===== config.mk =====
export PLATFORM = sky130hd
export DESIGN_NAME = reset_source_combiner
export DESIGN_NICKNAME = d
export VERILOG_FILES = /design/src/reset_combiner_pkg.sv /design/src/reset_source_combiner.sv
export SDC_FILE = /design/constraint.sdc
export NUM_CORES = 1
export LEC_CHECK = 0
export CORE_UTILIZATION = 64
export DETAILED_ROUTE_END_ITERATION = 6
export DONT_BUFFER_PORTS = 1
export PLACE_DENSITY_LB_ADDON = 0.25
export SYNTH_ARGS = -nofsm -noshare
export SYNTH_HDL_FRONTEND = slang
export SYNTH_SLANG_ARGS = --single-unit

===== constraint.sdc =====
create_clock -name aclk -period 4.6 [get_ports aclk]
set_input_delay 1.38 -clock aclk [delete_from_list [all_inputs] [get_ports aclk]]
set_output_delay 1.38 -clock aclk [all_outputs]
set_load 0.01 [all_outputs]

===== src/reset_combiner_pkg.sv =====
/*
 * constants, field layouts and state types for the reset source combiner.
 * assumes a single 200 MHz clock and an axi4-lite register port of 32 bits.
 */
package reset_combiner_pkg;

	// register byte offsets
	localparam logic [3:0] CTRL_OFFSET   = 4'h0;
	localparam logic [3:0] STATUS_OFFSET = 4'h4;

	// control register bit positions
	localparam int CTRL_WDT_EN_BIT  = 0;
	localparam int CTRL_MCLK_EN_BIT = 1;
	localparam int CTRL_CMP_EN_BIT  = 2;
	localparam int CTRL_SW_EN_BIT   = 3;
	localparam int CTRL_SW_FORCE_BIT = 4;
	localparam int CTRL_WDT_LOCK_BIT = 5;

	// status register field positions
	localparam int STATUS_CAUSE_LSB  = 0;
	localparam int STATUS_POR_BIT    = 6;
	localparam int STATUS_LIVE_LSB   = 8;
	localparam int STATUS_STRAP_BIT  = 14;
	localparam int STATUS_RESET_BIT  = 15;

	// reset value of the four maskable enables {sw, cmp, mclk, wdt}
	localparam logic [3:0] ENABLE_RESET_VALUE = 4'hb;

	// cycles the pin input is ignored after the device drove the pin
	localparam logic [2:0] PIN_BLANK_CYCLES = 3'h6;

	// axi response codes
	localparam logic [1:0] RESP_OKAY   = 2'h0;
	localparam logic [1:0] RESP_SLVERR = 2'h2;

	// cause vector index: {pin, sw, cmp, mclk, wdt, monitor}
	localparam int CAUSE_WIDTH = 6;

	// on-chip reset requests from logic on the same clock, active high
	typedef struct packed {
		logic watchdog;
		logic missing_clock;
		logic comparator;
	} chip_sources_s;

	// three-stage synchroniser with its filtered value
	typedef struct packed {
		logic [2:0] stage;
		logic       level;
	} pin_sync_s;

	// whole state of the combiner
	typedef struct packed {
		pin_sync_s               pin;
		pin_sync_s               strap;
		pin_sync_s               monitor;
		logic [2:0]              blank;
		logic [3:0]              enable;
		logic                    wdt_lock;
		logic                    sw_force;
		logic [CAUSE_WIDTH-1:0]  cause;
		logic                    por;
		logic                    sys_reset;
		logic                    aw_have;
		logic [3:0]              awaddr;
		logic                    w_have;
		logic [31:0]             wdata;
		logic                    wstrb0;
		logic                    bvalid;
		logic [1:0]              bresp;
		logic                    rvalid;
		logic [31:0]             rdata;
		logic [1:0]              rresp;
	} state_s;

endpackage : reset_combiner_pkg


===== src/reset_source_combiner.sv =====
/*
 * reset source combiner: merges supply monitor, watchdog, missing clock,
 * comparator level, software force and the external pin into one reset,
 * and drives that reset back out on the open-drain pin.
 * assumes aresetn is the power-on reset and that pins are asynchronous.
 */
`timescale 1ns/100ps
`default_nettype none

// How it works
// six sources feed the internal reset
// external pin low resets the device
// internal reset drives the pin low
// supply monitor counts only with strap high
// software masks all but monitor and pin
// watchdog lock prevents later watchdog disable
// reset is OR of enabled sources
module reset_source_combiner
	import reset_combiner_pkg::*;
(
	// clock and power-on reset
	input  wire logic          aclk,
	input  wire logic          aresetn,
	// axi4-lite write address
	input  wire logic          s_axi_awvalid,
	output logic               s_axi_awready,
	input  wire logic [31:0]   s_axi_awaddr,
	input  wire logic [2:0]    s_axi_awprot,
	// axi4-lite write data
	input  wire logic          s_axi_wvalid,
	output logic               s_axi_wready,
	input  wire logic [31:0]   s_axi_wdata,
	input  wire logic [3:0]    s_axi_wstrb,
	// axi4-lite write response
	output logic               s_axi_bvalid,
	input  wire logic          s_axi_bready,
	output logic [1:0]         s_axi_bresp,
	// axi4-lite read address
	input  wire logic          s_axi_arvalid,
	output logic               s_axi_arready,
	input  wire logic [31:0]   s_axi_araddr,
	input  wire logic [2:0]    s_axi_arprot,
	// axi4-lite read data
	output logic               s_axi_rvalid,
	input  wire logic          s_axi_rready,
	output logic [31:0]        s_axi_rdata,
	output logic [1:0]         s_axi_rresp,
	// reset sources
	input  wire chip_sources_s chip_sources,
	input  wire logic          supply_monitor_trip,
	input  wire logic          supply_monitor_enable_strap,
	// bidirectional open-drain reset pin, low means reset
	input  wire logic          ext_reset_n_in,
	output logic               ext_reset_n_out,
	output logic               ext_reset_n_oe,
	// combined reset to the rest of the chip
	output logic               sys_reset
);

	state_s                 st;          // registered state
	state_s                 next_st;     // next state
	logic [CAUSE_WIDTH-1:0] active;      // sources asserting right now
	logic [CAUSE_WIDTH-1:0] gated;       // sources allowed through
	logic                   wr_fire;     // write performed this cycle
	logic                   ar_fire;     // read address taken this cycle
	logic [31:0]            ctrl_view;   // control register read value
	logic [31:0]            status_view; // status register read value

	// synchroniser step: first stage feeds only the second, level moves
	// once the second and third stages agree
	function automatic pin_sync_s sync_step(input pin_sync_s s, input logic d);
		pin_sync_s r;
		r = s;
		r.stage = {s.stage[1:0], d};
		if (s.stage[1] == s.stage[2]) begin
			r.level = s.stage[2];
		end
		return r;
	endfunction : sync_step

	// raw source vector {pin, sw, cmp, mclk, wdt, monitor}
	always_comb begin
		active[0] = st.monitor.level & st.strap.level;
		active[1] = chip_sources.watchdog;
		active[2] = chip_sources.missing_clock;
		active[3] = chip_sources.comparator;
		active[4] = st.sw_force;
		// our own drive reads back low, so the pin is blanked meanwhile
		active[5] = ~st.pin.level & ~st.sys_reset & (st.blank == '0);
	end

	// masking: monitor and pin always pass, the rest per enable bit
	always_comb begin
		gated    = active;
		gated[1] = active[1] & (st.enable[CTRL_WDT_EN_BIT] | st.wdt_lock);
		gated[2] = active[2] & st.enable[CTRL_MCLK_EN_BIT];
		gated[3] = active[3] & st.enable[CTRL_CMP_EN_BIT];
		gated[4] = active[4] & st.enable[CTRL_SW_EN_BIT];
	end

	// register read views
	always_comb begin
		ctrl_view = '0;
		ctrl_view[CTRL_SW_EN_BIT:CTRL_WDT_EN_BIT] = st.enable;
		ctrl_view[CTRL_WDT_LOCK_BIT] = st.wdt_lock;
		status_view = '0;
		status_view[STATUS_CAUSE_LSB +: CAUSE_WIDTH] = st.cause;
		status_view[STATUS_POR_BIT] = st.por;
		status_view[STATUS_LIVE_LSB +: CAUSE_WIDTH] = active;
		status_view[STATUS_STRAP_BIT] = st.strap.level;
		status_view[STATUS_RESET_BIT] = st.sys_reset;
	end

	// handshakes: one write and one read held at a time
	assign s_axi_awready = ~st.aw_have & ~st.bvalid;
	assign s_axi_wready  = ~st.w_have & ~st.bvalid;
	assign s_axi_arready = ~st.rvalid;
	assign wr_fire       = st.aw_have & st.w_have & ~st.bvalid;
	assign ar_fire       = s_axi_arvalid & ~st.rvalid;

	// next-state logic
	always_comb begin
		next_st = st;

		// pin inputs through three flip-flops
		next_st.pin     = sync_step(st.pin, ext_reset_n_in);
		next_st.strap   = sync_step(st.strap, supply_monitor_enable_strap);
		next_st.monitor = sync_step(st.monitor, supply_monitor_trip);

		// software force is a single-cycle request
		next_st.sw_force = 1'b0;

		// combined reset, registered to keep the pin drive glitch free
		next_st.sys_reset = |gated;

		// blanking window restarts whenever we drive the pin
		if (st.sys_reset) begin
			next_st.blank = PIN_BLANK_CYCLES;
		end else if (st.blank != '0) begin
			next_st.blank = st.blank - 3'h1;
		end

		// cause capture: fresh on a new reset, accumulating while in it
		if (|gated) begin
			if (!st.sys_reset) begin
				next_st.cause = gated;
				next_st.por   = 1'b0;
			end else begin
				next_st.cause = st.cause | gated;
			end
		end

		// an internal reset restores the enables; the lock survives it
		if (st.sys_reset) begin
			next_st.enable = ENABLE_RESET_VALUE;
		end

		// write address and data captured in either order
		if (s_axi_awvalid && s_axi_awready) begin
			next_st.aw_have = 1'b1;
			next_st.awaddr  = s_axi_awaddr[3:0];
		end
		if (s_axi_wvalid && s_axi_wready) begin
			next_st.w_have = 1'b1;
			next_st.wdata  = s_axi_wdata;
			next_st.wstrb0 = s_axi_wstrb[0];
		end

		// write performed once both halves are here
		if (wr_fire) begin
			next_st.aw_have = 1'b0;
			next_st.w_have  = 1'b0;
			next_st.bvalid  = 1'b1;
			next_st.bresp   = RESP_OKAY;
			if (st.awaddr == CTRL_OFFSET) begin
				if (st.wstrb0) begin
					next_st.enable = st.wdata[CTRL_SW_EN_BIT:CTRL_WDT_EN_BIT];
					next_st.sw_force = st.wdata[CTRL_SW_FORCE_BIT];
					// lock is set-only; power-on reset alone clears it
					if (st.wdata[CTRL_WDT_LOCK_BIT]) begin
						next_st.wdt_lock = 1'b1;
					end
				end
			end else if (st.awaddr != STATUS_OFFSET) begin
				next_st.bresp = RESP_SLVERR; // unmapped
			end
		end else if (st.bvalid && s_axi_bready) begin
			next_st.bvalid = 1'b0;
		end

		// a locked watchdog enable always reads and acts as set
		if (next_st.wdt_lock) begin
			next_st.enable[CTRL_WDT_EN_BIT] = 1'b1;
		end

		// read: data registered one cycle after the address is taken
		if (ar_fire) begin
			next_st.rvalid = 1'b1;
			next_st.rresp  = RESP_OKAY;
			unique case (s_axi_araddr[3:0])
				CTRL_OFFSET: begin
					next_st.rdata = ctrl_view;
				end
				STATUS_OFFSET: begin
					next_st.rdata = status_view;
				end
				default: begin
					next_st.rdata = '0;
					next_st.rresp = RESP_SLVERR;
				end
			endcase
		end else if (st.rvalid && s_axi_rready) begin
			next_st.rvalid = 1'b0;
		end
	end

	// state register; aresetn is the power-on reset
	always_ff @(posedge aclk) begin
		if (!aresetn) begin
			st           <= '0;
			st.pin.stage <= '1;    // pin idles high
			st.pin.level <= 1'b1;
			st.enable    <= ENABLE_RESET_VALUE;
			st.por       <= 1'b1;
		end else begin
			st <= next_st;
		end
	end

	// outputs
	assign s_axi_bvalid    = st.bvalid;
	assign s_axi_bresp     = st.bresp;
	assign s_axi_rvalid    = st.rvalid;
	assign s_axi_rdata     = st.rdata;
	assign s_axi_rresp     = st.rresp;
	assign sys_reset       = st.sys_reset;
	assign ext_reset_n_out = 1'b0;          // open drain: only ever pulls low
	assign ext_reset_n_oe  = st.sys_reset;

endmodule : reset_source_combiner

`default_nettype wire


# --- Yosys cells after proc, flatten, opt, wreduce, memory -nomap -nowiden ---
# Index checks and enable logic that the tools add are counted.
totals:
  reg_bits: 80
  elab_cells: 86
  inputBits: 119
classes:
  muxes: 16
  bitwise: 21
  n_reduce_logical: 18
  eq_ne: 5
  add_sub_neg: 1
op_table:
  columns: ["op", "n"]
  rows:
  - ["16-bit one-hot mux with 2 select lines", 1]
  - ["6-bit two-way mux", 4]
  - ["1-bit AND", 12]
  - ["4-bit logical NOT", 2]
  - ["2-bit OR reduction", 4]
  - ["1-bit NOT", 7]
  - ["2-bit two-way mux", 3]
  - ["3-bit two-way mux", 2]
  - ["6-bit OR", 1]
  - ["2-bit nonzero test", 3]
  - ["6-bit OR reduction", 1]
  - ["1-bit two-way mux", 5]
  - ["4-bit by 3-bit equality test with 1-bit output, second input constant", 1]
  - ["1-bit logical AND", 4]
  - ["4-bit two-way mux", 1]
  - ["4-bit by 3-bit inequality test with 1-bit output, second input constant", 1]
  - ["4-bit AND reduction", 1]
  - ["1-bit equality test", 3]
  - ["3-bit logical NOT", 1]
  - ["3-bit nonzero test", 1]
  - ["3-bit by 1-bit subtractor with 3-bit output, second input constant", 1]
  - ["2-bit AND reduction", 1]
  - ["1-bit OR", 1]

# --- Depth between registers and ports, before layout ---
# Gate-level depths: netlist of run 1.
logic_depth:
  depth_word: 5
  mapped_depth: 6

# --- Worst setup path after synthesis of run 1 ---
# OpenSTA, ideal clock, no wires.
synth_timing:
  path_type: "input port to flip-flop"
  startpoint: "input s_axi_arvalid"
  endpoint: "register st (netlist bit s_axi_rdata[6])"
  setup_slack_ns: 2.226
  setup_time_ns: 0.087
  required_time_ns: 4.513
  arrival_time_ns: 2.287
  path_stages: 6
  path_cell_list: "clkbuf_1 nand2b_1 clkbuf_1 clkbuf_1 nand3_1 o31ai_1"
synth_via:
  elab_chain_cells: 1
synth_lines:
  columns: ["item", "line_no", "source"]
  rows:
  - ["start, declared", "reset_source_combiner.sv:39", "input wire logic s_axi_arvalid,"]
  - ["1-bit AND", "reset_source_combiner.sv:119", "assign ar_fire = s_axi_arvalid & ~st.rvalid;"]
  - ["end signal, assigned", "reset_source_combiner.sv:226", "st <= next_st;"]
  - ["end, declared", "reset_source_combiner.sv:60", "state_s st;"]
# No other way between the ends.
# A chain may end at the register's enable or synchronous reset.

# --- Worst setup path after layout of run 1 ---
layout_timing:
  startpoint: "register st (netlist bit s_axi_bvalid)"
  endpoint: "output s_axi_wready"
layout_via:
  elab_chain_cells: 2
layout_lines:
  columns: ["item", "line_no", "source"]
  rows:
  - ["1-bit NOT", "reset_source_combiner.sv:116", "assign s_axi_wready = ~st.w_have & ~st.bvalid;"]
  - ["1-bit AND", "reset_source_combiner.sv:116", null]
  - ["end, declared", "reset_source_combiner.sv:31", "output logic s_axi_wready,"]
# No other way between the ends.

==> results of run 1 <==
==> state kept, by name, indices dropped and copies added (netlist names), 5 cells and up <==
name         cells
st              29
ctrl_view        5
s_axi_rdata     15
next_st          6
==> metal layers <==
layer	global-route usage	share of wire	vias up
met5	0	0	-
met4	0.0878	0.015	0
met3	0.119	0.092	7
met2	0.357	0.45	65
met1	0.250	0.45	798
li1	-	-	863
==> power groups by stage <==
stage / Combinational, µW / Sequential (µW) / Clock, µW
finish: 83.8 / 568 / 410
global route: 94.2 / 570 / 443
CTS: 84.6 / 568 / 423
detailed placement: 84.3 / 579 / 0
global placement: 81.5 / 579 / 0
floorplan: 96.1 / 574 / 0
==> cells in the final DEF, fill, tap and decap left out, drive strengths merged, types with 2 or more instances in the layout <==
cell / n
o31ai: 4
a22oi: 2
a21oi: 13
mux2i: 13
o21ai: 14
nand2: 16
a32oi: 5
dfxtp: 61
nor2: 25
nor2b: 2
inv: 7
ha: 2
conb: 20
a211oi: 6
nor4: 5
or3: 3
a41oi: 2
a31oi: 3
nand2b: 11
clkbuf: 15
nand3: 11
clkinv: 2
and2: 6
nor3b: 2
mux2: 5
buf: 2
==> cell families (layout without fill, tap and decap cells) <==
family,after synthesis,in the layout,share of synthesized area
AOI/OAI and AO/OA,52,52,0.130
xor gates and xnor gates,1,1,0.00334
adders and majority gates,2,2,0.00955
buffers and inverters,59,26,0.142
DFF,61,61,0.466
muxes,18,18,0.0711
other,1,20,0.00143
and+or+nand+nor,85,85,0.177
==> final timing paths <==
kind                                  start                 endpoint  slack (ns)  cells after the start
setup reg to reg        st[91]$_SDFFE_PP0P_      st[80]$_SDFFE_PN0P_        2.47                      6
hold reg to reg     next_st[104]$_SDFF_PN1_  next_st[105]$_SDFF_PN1_        0.41                      1
setup / recovery  s_axi_bvalid$_SDFFE_PN0P_             s_axi_wready        2.24                      1
hold / removal      next_st[104]$_SDFF_PN1_  next_st[105]$_SDFF_PN1_        0.41                      1
==> cell type report <==
type	count	share of cell area
clock buffer	15	0.0641
clock inverter	1	0.00193
inverter	8	0.0116
multi-input combinational	178	0.423
sequential	61	0.470
tap	48	0.0231
timing repair buffer	2	0.00578
==> stage by stage <==
stage | cell area [µm²] | power [µW] | hold WS [ns]
4_1_cts | 2600 | 1080 | 0.424
3_5_place_dp | 2420 | 664 | 0.411
6_report | 2600 | 1060 | 0.415
2_1_floorplan | 2690 | 670 | 0.386
5_1_grt | 2600 | 1110 | 0.443
3_3_place_gp | 2420 | 660 | 0.389
==> results by group, run 1 <==
STA
  – RSZ-0062 raised after global routing: false
  – Max Clock Freq: about 420 MHz
  – Period utilisation layout: 0.514
  – Number of hold-slack violations in the final timing report: 0
  – Worst Tran Pin Value: around 0.60 ns
  – Worst clock skew on the final layout: ~0.0076 ns
  – Setup_tns: 0 ns
  – Final Max Slew Viols: 0
  – Final count of negative-setup-slack endpoints: 0
  – Relative slew margins: 0.601
  – Final worst slack: approximately 2.2 ns
  – Fin crit period: 2.36 ns

Pwr
  – Net switching power figure: ~250 µW
  – Internal power consumption: around 810 µW
  – Power density over the cells: 409 mW/mm²
  – Static leakage power: about 0.001 µW
  – Worst ir drop on vdd: 0.356 mV
  – Share of total power in combinational logic: 0.079
  – Clock network power share: 0.386
  – Sw Share: 0.237
  – Reg power frac: 0.535

Synth
  – Mean instance size in the synthesized netlist: ~9.4 µm²
  – Share of flip-flops with an asynchronous set or reset: 0
  – Mapped cell area: between 0.002 and 0.003 mm²
  – Synth warnings: 0
  – Seq cells post-synth: 61
  – Number of enable flip-flop cells after synthesis: 0
  – List of most frequent post-synthesis cells: 61 x sky130_fd_sc_hd__dfxtp_1, 38 x sky130_fd_sc_hd__buf_4, 25 x sky130_fd_sc_hd__nor2_1
  – Dominant cell type by area after synthesis: sky130_fd_sc_hd__dfxtp_1
  – Most frequent cell after synthesis: sky130_fd_sc_hd__dfxtp_1
  – Gate count after technology mapping: 279
  – Synth unique cells: between 40 and 50
  – Portion of synthesized cell area occupied by the leading cell type: 0.466
  – Largest cells by area after synthesis: sky130_fd_sc_hd__dfxtp_1 47%, sky130_fd_sc_hd__buf_4 11%, sky130_fd_sc_hd__mux2i_1 5.0%, sky130_fd_sc_hd__nor2_1 3.6%, sky130_fd_sc_hd__o21ai_0 2.7%
  – Synth Flop Type: sky130_fd_sc_hd__dfxtp_1
  – Share of the yosys chip area belonging to registers: 0.466

Clock tree
  – Root Buffer: sky130_fd_sc_hd__clkbuf_8
  – Clock insertion delay at the later pin of the skew report: 0.33 ns
  – H-tree levels: 3
  – Num CTS Buffers: 9
  – Largest buffer count on any clock path: 2
  – Clock tree from TritonCTS: done
  – Sinks on the clock net: 61
  – Cts hold-fix bufs: 0
  – Number of gates resized after CTS: 0
  – Buffers inserted by post-CTS timing repair: 0
  – Post-CTS clock slew at the launch and capture registers of the worst setup and hold paths: about 0.060 ns

Run
  – Number of maximum-capacitance violations: 0

Placed design
  – Port Buffers: 0
  – HPWL after DPL: ~3000 µm
  – Worst setup slack after placement: between 2 and 2.5 ns
  – Final weighted congestion of routability-driven global placement: between 0.7 and 0.8
  – Placed Cells: 297

Floorplanning
  – Die boundary width: ~66 µm
  – Floorplan die height: 66.0 µm
  – Num ports: roughly 160
  – Total die area: roughly 0.0044 mm²
  – Count of standard-cell rows: 22
  – Starting utilization of the core area: 0.690
  – Core Area: ~0.0038 mm²

Cells and area
  – Fraction of final layout cells sized beyond drive strength 1: 0.102
  – Sequential cell area: between 0.001 and 0.0015 mm²
  – Final-stage net count: ~380
  – Number of filler instances in the final layout: ~330
  – Share of the core filled with cells in the final layout: 0.683
  – Count of inserted antenna diode cells: 0
  – Multi-input combinational cell area: between 0.001 and 0.0015 mm²
  – Area overhead of the layout relative to synthesis: -0.955%
  – Final std cells w/o fill: between 300 and 400

Route
  – Remaining antenna violation count: 0
  – Average routed wire per standard cell: between 10 and 15 µm
  – DR DRC count: 0
  – Routed wire length: ~4400 µm
  – DRT Pass-1 Iters: 4
  – Detailed-route vias per instance: around 5.5
  – Via count: ~1.7k
  – Number of DRC violations after detailed-routing iteration 0: 79

Worst setup path
  – Setup crit start kind: flip-flop
  – Arrival time reported for the critical path endpoint: about 0.98 ns
  – Number of buffers and inverters on the critical path: 0
  – Category of the worst setup path capture point: output pin
  – Chain of cells forming the critical path: nor2_1
  – Max stage delay cell, worst path: sky130_fd_sc_hd__dfxtp_1
  – Worst Path Required: 3.22 ns
  – Cell family with the largest share of critical-path delay: flip-flops
  – Highest cell delay on the worst timing path: 0.51 ns
  – WS Path Type: flip-flop to output pin
  – Top fanout value on the critical path: 8

Status
  – Status: finished, final reports clean

Global route
  – Global route overflow: 0
  – Number of antenna violations at the first check in global routing: 0
  – Wire length of the first global-routing pass: 7110 µm
  – Largest net degree at the start of global routing: 41
  – Vias in the first global route: around 1.7k
  – Global-route usage over all layers: 0.224

Hold path
  – Hold/Removal Path Class: flip-flop to flip-flop
No activity file was read; power rests on OpenSTA's default activity.
==> inputs of run 2 (changes only) <==
Settings changed: CORE_UTILIZATION 64 to 62.
Clock period 4.6 ns to 2.2 ns, I/O delays scaled along.
==> results by group, run 2 (same netlist as run 1, synthesis figures left out) <==
STA
  – Period utilisation layout: 0.931
  – Worst Tran Pin Value: just over 0.6 ns
  – Final count of negative-setup-slack endpoints: 0
  – RSZ-0062 raised after global routing: false
  – Setup_tns: 0 ns
  – Fin crit period: 2.05 ns
  – Worst clock skew on the final layout: about 0.0048 ns
  – Final Max Slew Viols: 0
  – Number of hold-slack violations in the final timing report: 0
  – Max Clock Freq: 488 MHz
  – Relative slew margins: 0.597

Worst setup path
  – Setup crit start kind: flip-flop
  – Worst Path Required: around 2.4 ns
  – WS Path Type: flip-flop to flip-flop
  – Arrival time reported for the critical path endpoint: ~2.2 ns
  – Category of the worst setup path capture point: flip-flop
  – Top fanout value on the critical path: 7

Floorplanning
  – Starting utilization of the core area: 0.651
  – Floorplan die height: approximately 67 µm
  – Die boundary width: roughly 67 µm
  – Num ports: 163
  – Total die area: about 0.0045 mm²
  – Count of standard-cell rows: 23
  – Core Area: a little over 0.004 mm²

Cells and area
  – Register with the most flip-flops: st
  – Area overhead of the layout relative to synthesis: -0.191%
  – Commonest non-fill, non-tap cell in the layout: sky130_fd_sc_hd__dfxtp_1
  – Number of filler instances in the final layout: 340
  – Multi-input combinational cell area: 0.00110 mm²
  – Share of the core filled with cells in the final layout: 0.649
  – Count of inserted antenna diode cells: 0
  – Final-stage net count: between 300 and 400
  – Fraction of final layout cells sized beyond drive strength 1: 0.116
  – Sequential cell area: approximately 0.0012 mm²
  – Max FFs per register: 29
  – Top library cells by usage in the layout, fill and taps aside: 61 x sky130_fd_sc_hd__dfxtp_1, 25 x sky130_fd_sc_hd__nor2_1, 20 x sky130_fd_sc_hd__conb_1, 16 x sky130_fd_sc_hd__nand2_1, 14 x sky130_fd_sc_hd__o21ai_0

Placed design
  – Final weighted congestion of routability-driven global placement: about 0.8
  – Port Buffers: 0
  – HPWL after DPL: 2990 µm

Clock tree
  – Sinks on the clock net: 61
  – H-tree levels: 3
  – Buffers inserted by post-CTS timing repair: 0
  – Num CTS Buffers: 9
  – Largest buffer count on any clock path: 2
  – Clock tree from TritonCTS: done
  – Clock insertion delay at the later pin of the skew report: around 0.33 ns
  – Post-CTS clock slew at the launch and capture registers of the worst setup and hold paths: around 0.06 ns
  – Root Buffer: sky130_fd_sc_hd__clkbuf_8
  – Cts hold-fix bufs: 0
  – Number of gates resized after CTS: 0

Global route
  – Met1 routing resource usage after global routing: 0.255
  – Busiest metal layer after global routing: met2
  – Global-route usage over all layers: 0.216
  – Met2 track demand over resource in global routing: 0.335
  – Wire length of the first global-routing pass: approximately 7000 µm
  – Global route overflow: 0
  – Largest net degree at the start of global routing: 41
  – Vias in the first global route: ~1.6k
  – Number of antenna violations at the first check in global routing: 0
  – Global-route met3 utilization: 0.0805

Pwr
  – Static leakage power: around 0.0010 µW
  – Power density over the cells: ~840 mW/mm²
  – Worst ir drop on vdd: 0.756 mV

Status
  – Status: finished, final reports clean

Route
  – Number of DRC violations after detailed-routing iteration 0: between 80 and 90
  – Detailed-route vias per instance: 5.43
  – Routed wire length: between 4000 and 5000 µm
  – DR DRC count: 0
  – Average routed wire per standard cell: approximately 14 µm
  – Via count: 1726
  – Remaining antenna violation count: 0
  – DRT Pass-1 Iters: 4

Hold path
  – Hold/Removal Path Class: primary input to flip-flop

Run
  – Number of maximum-capacitance violations: 0
==> run 2: changes by cell type in the layout (fill, tap and decap cells not counted) <==
| cell | before | now |
|---|---|---|
| sky130_fd_sc_hd__clkinv_2 | 1 | 2 |
| sky130_fd_sc_hd__buf_4 | 2 | 6 |
| sky130_fd_sc_hd__clkbuf_1 | 4 | 3 |
| sky130_fd_sc_hd__clkbuf_8 | 11 | 10 |
==> run 2: worst max-delay path: stages, from the launching register on <==
cell and delay [ns]:
sky130_fd_sc_hd__dfxtp_1 0.33, sky130_fd_sc_hd__or2_2 0.32, sky130_fd_sc_hd__inv_1 0.06, sky130_fd_sc_hd__ha_1 0.25, sky130_fd_sc_hd__or3b_2 0.50, sky130_fd_sc_hd__a41oi_2 0.32, sky130_fd_sc_hd__a211oi_1 0.13
==> run 2: path summary, 6_finish.rpt <==
path                           start                      end  slack, ns  cells past startpoint
min reg2reg  next_st[104]$_SDFF_PN1_  next_st[105]$_SDFF_PN1_       0.41                      1
max              st[91]$_SDFFE_PP0P_      st[80]$_SDFFE_PN0P_       0.15                      6
max reg2reg      st[91]$_SDFFE_PP0P_      st[80]$_SDFFE_PN0P_       0.15                      6
min                          aresetn       st[105]$_SDFF_PN1_       0.41                      1
==> run 2: routing by layer <==
| layer | share of wire | vias up |
|---|---|---|
| met3 | 0.063 | 8 |
| met5 | 0 | - |
| li1 | - | 872 |
| met2 | 0.46 | 53 |
| met1 | 0.46 | 793 |
| met4 | 0.017 | 0 |
==> run 2: stage by stage <==
stage | instance area (µm²) | total power (µW) | std cells | hold slack, ns | worst slack (ns)
CTS | 2620 | 2210 | 318 | 0.392 | 0.153
global placement | 2460 | 1390 | 303 | 0.402 | 0.204
floorplan | 2690 | 1400 | 298 | 0.386 | 0.310
global route | 2620 | 2290 | 318 | 0.398 | 0.0437
finish | 2620 | 2190 | 318 | 0.406 | 0.151
detailed placement | 2460 | 1390 | 303 | 0.402 | 0.173
==> run 2: where the power goes <==
| part | internal (µW) | switching, µW |
|---|---|---|
| Clock | 430 | 390 |
| Sequential | 1150 | 33.6 |
| Combinational | 79.4 | 107 |
==> run 2: cell type report <==
class                      instances  area share
clock inverter                     2     0.00383
sequential                        61       0.467
timing repair buffer               6      0.0172
tap                               50      0.0239
clock buffer                      13      0.0569
multi-input combinational        178       0.420
inverter                           8      0.0115
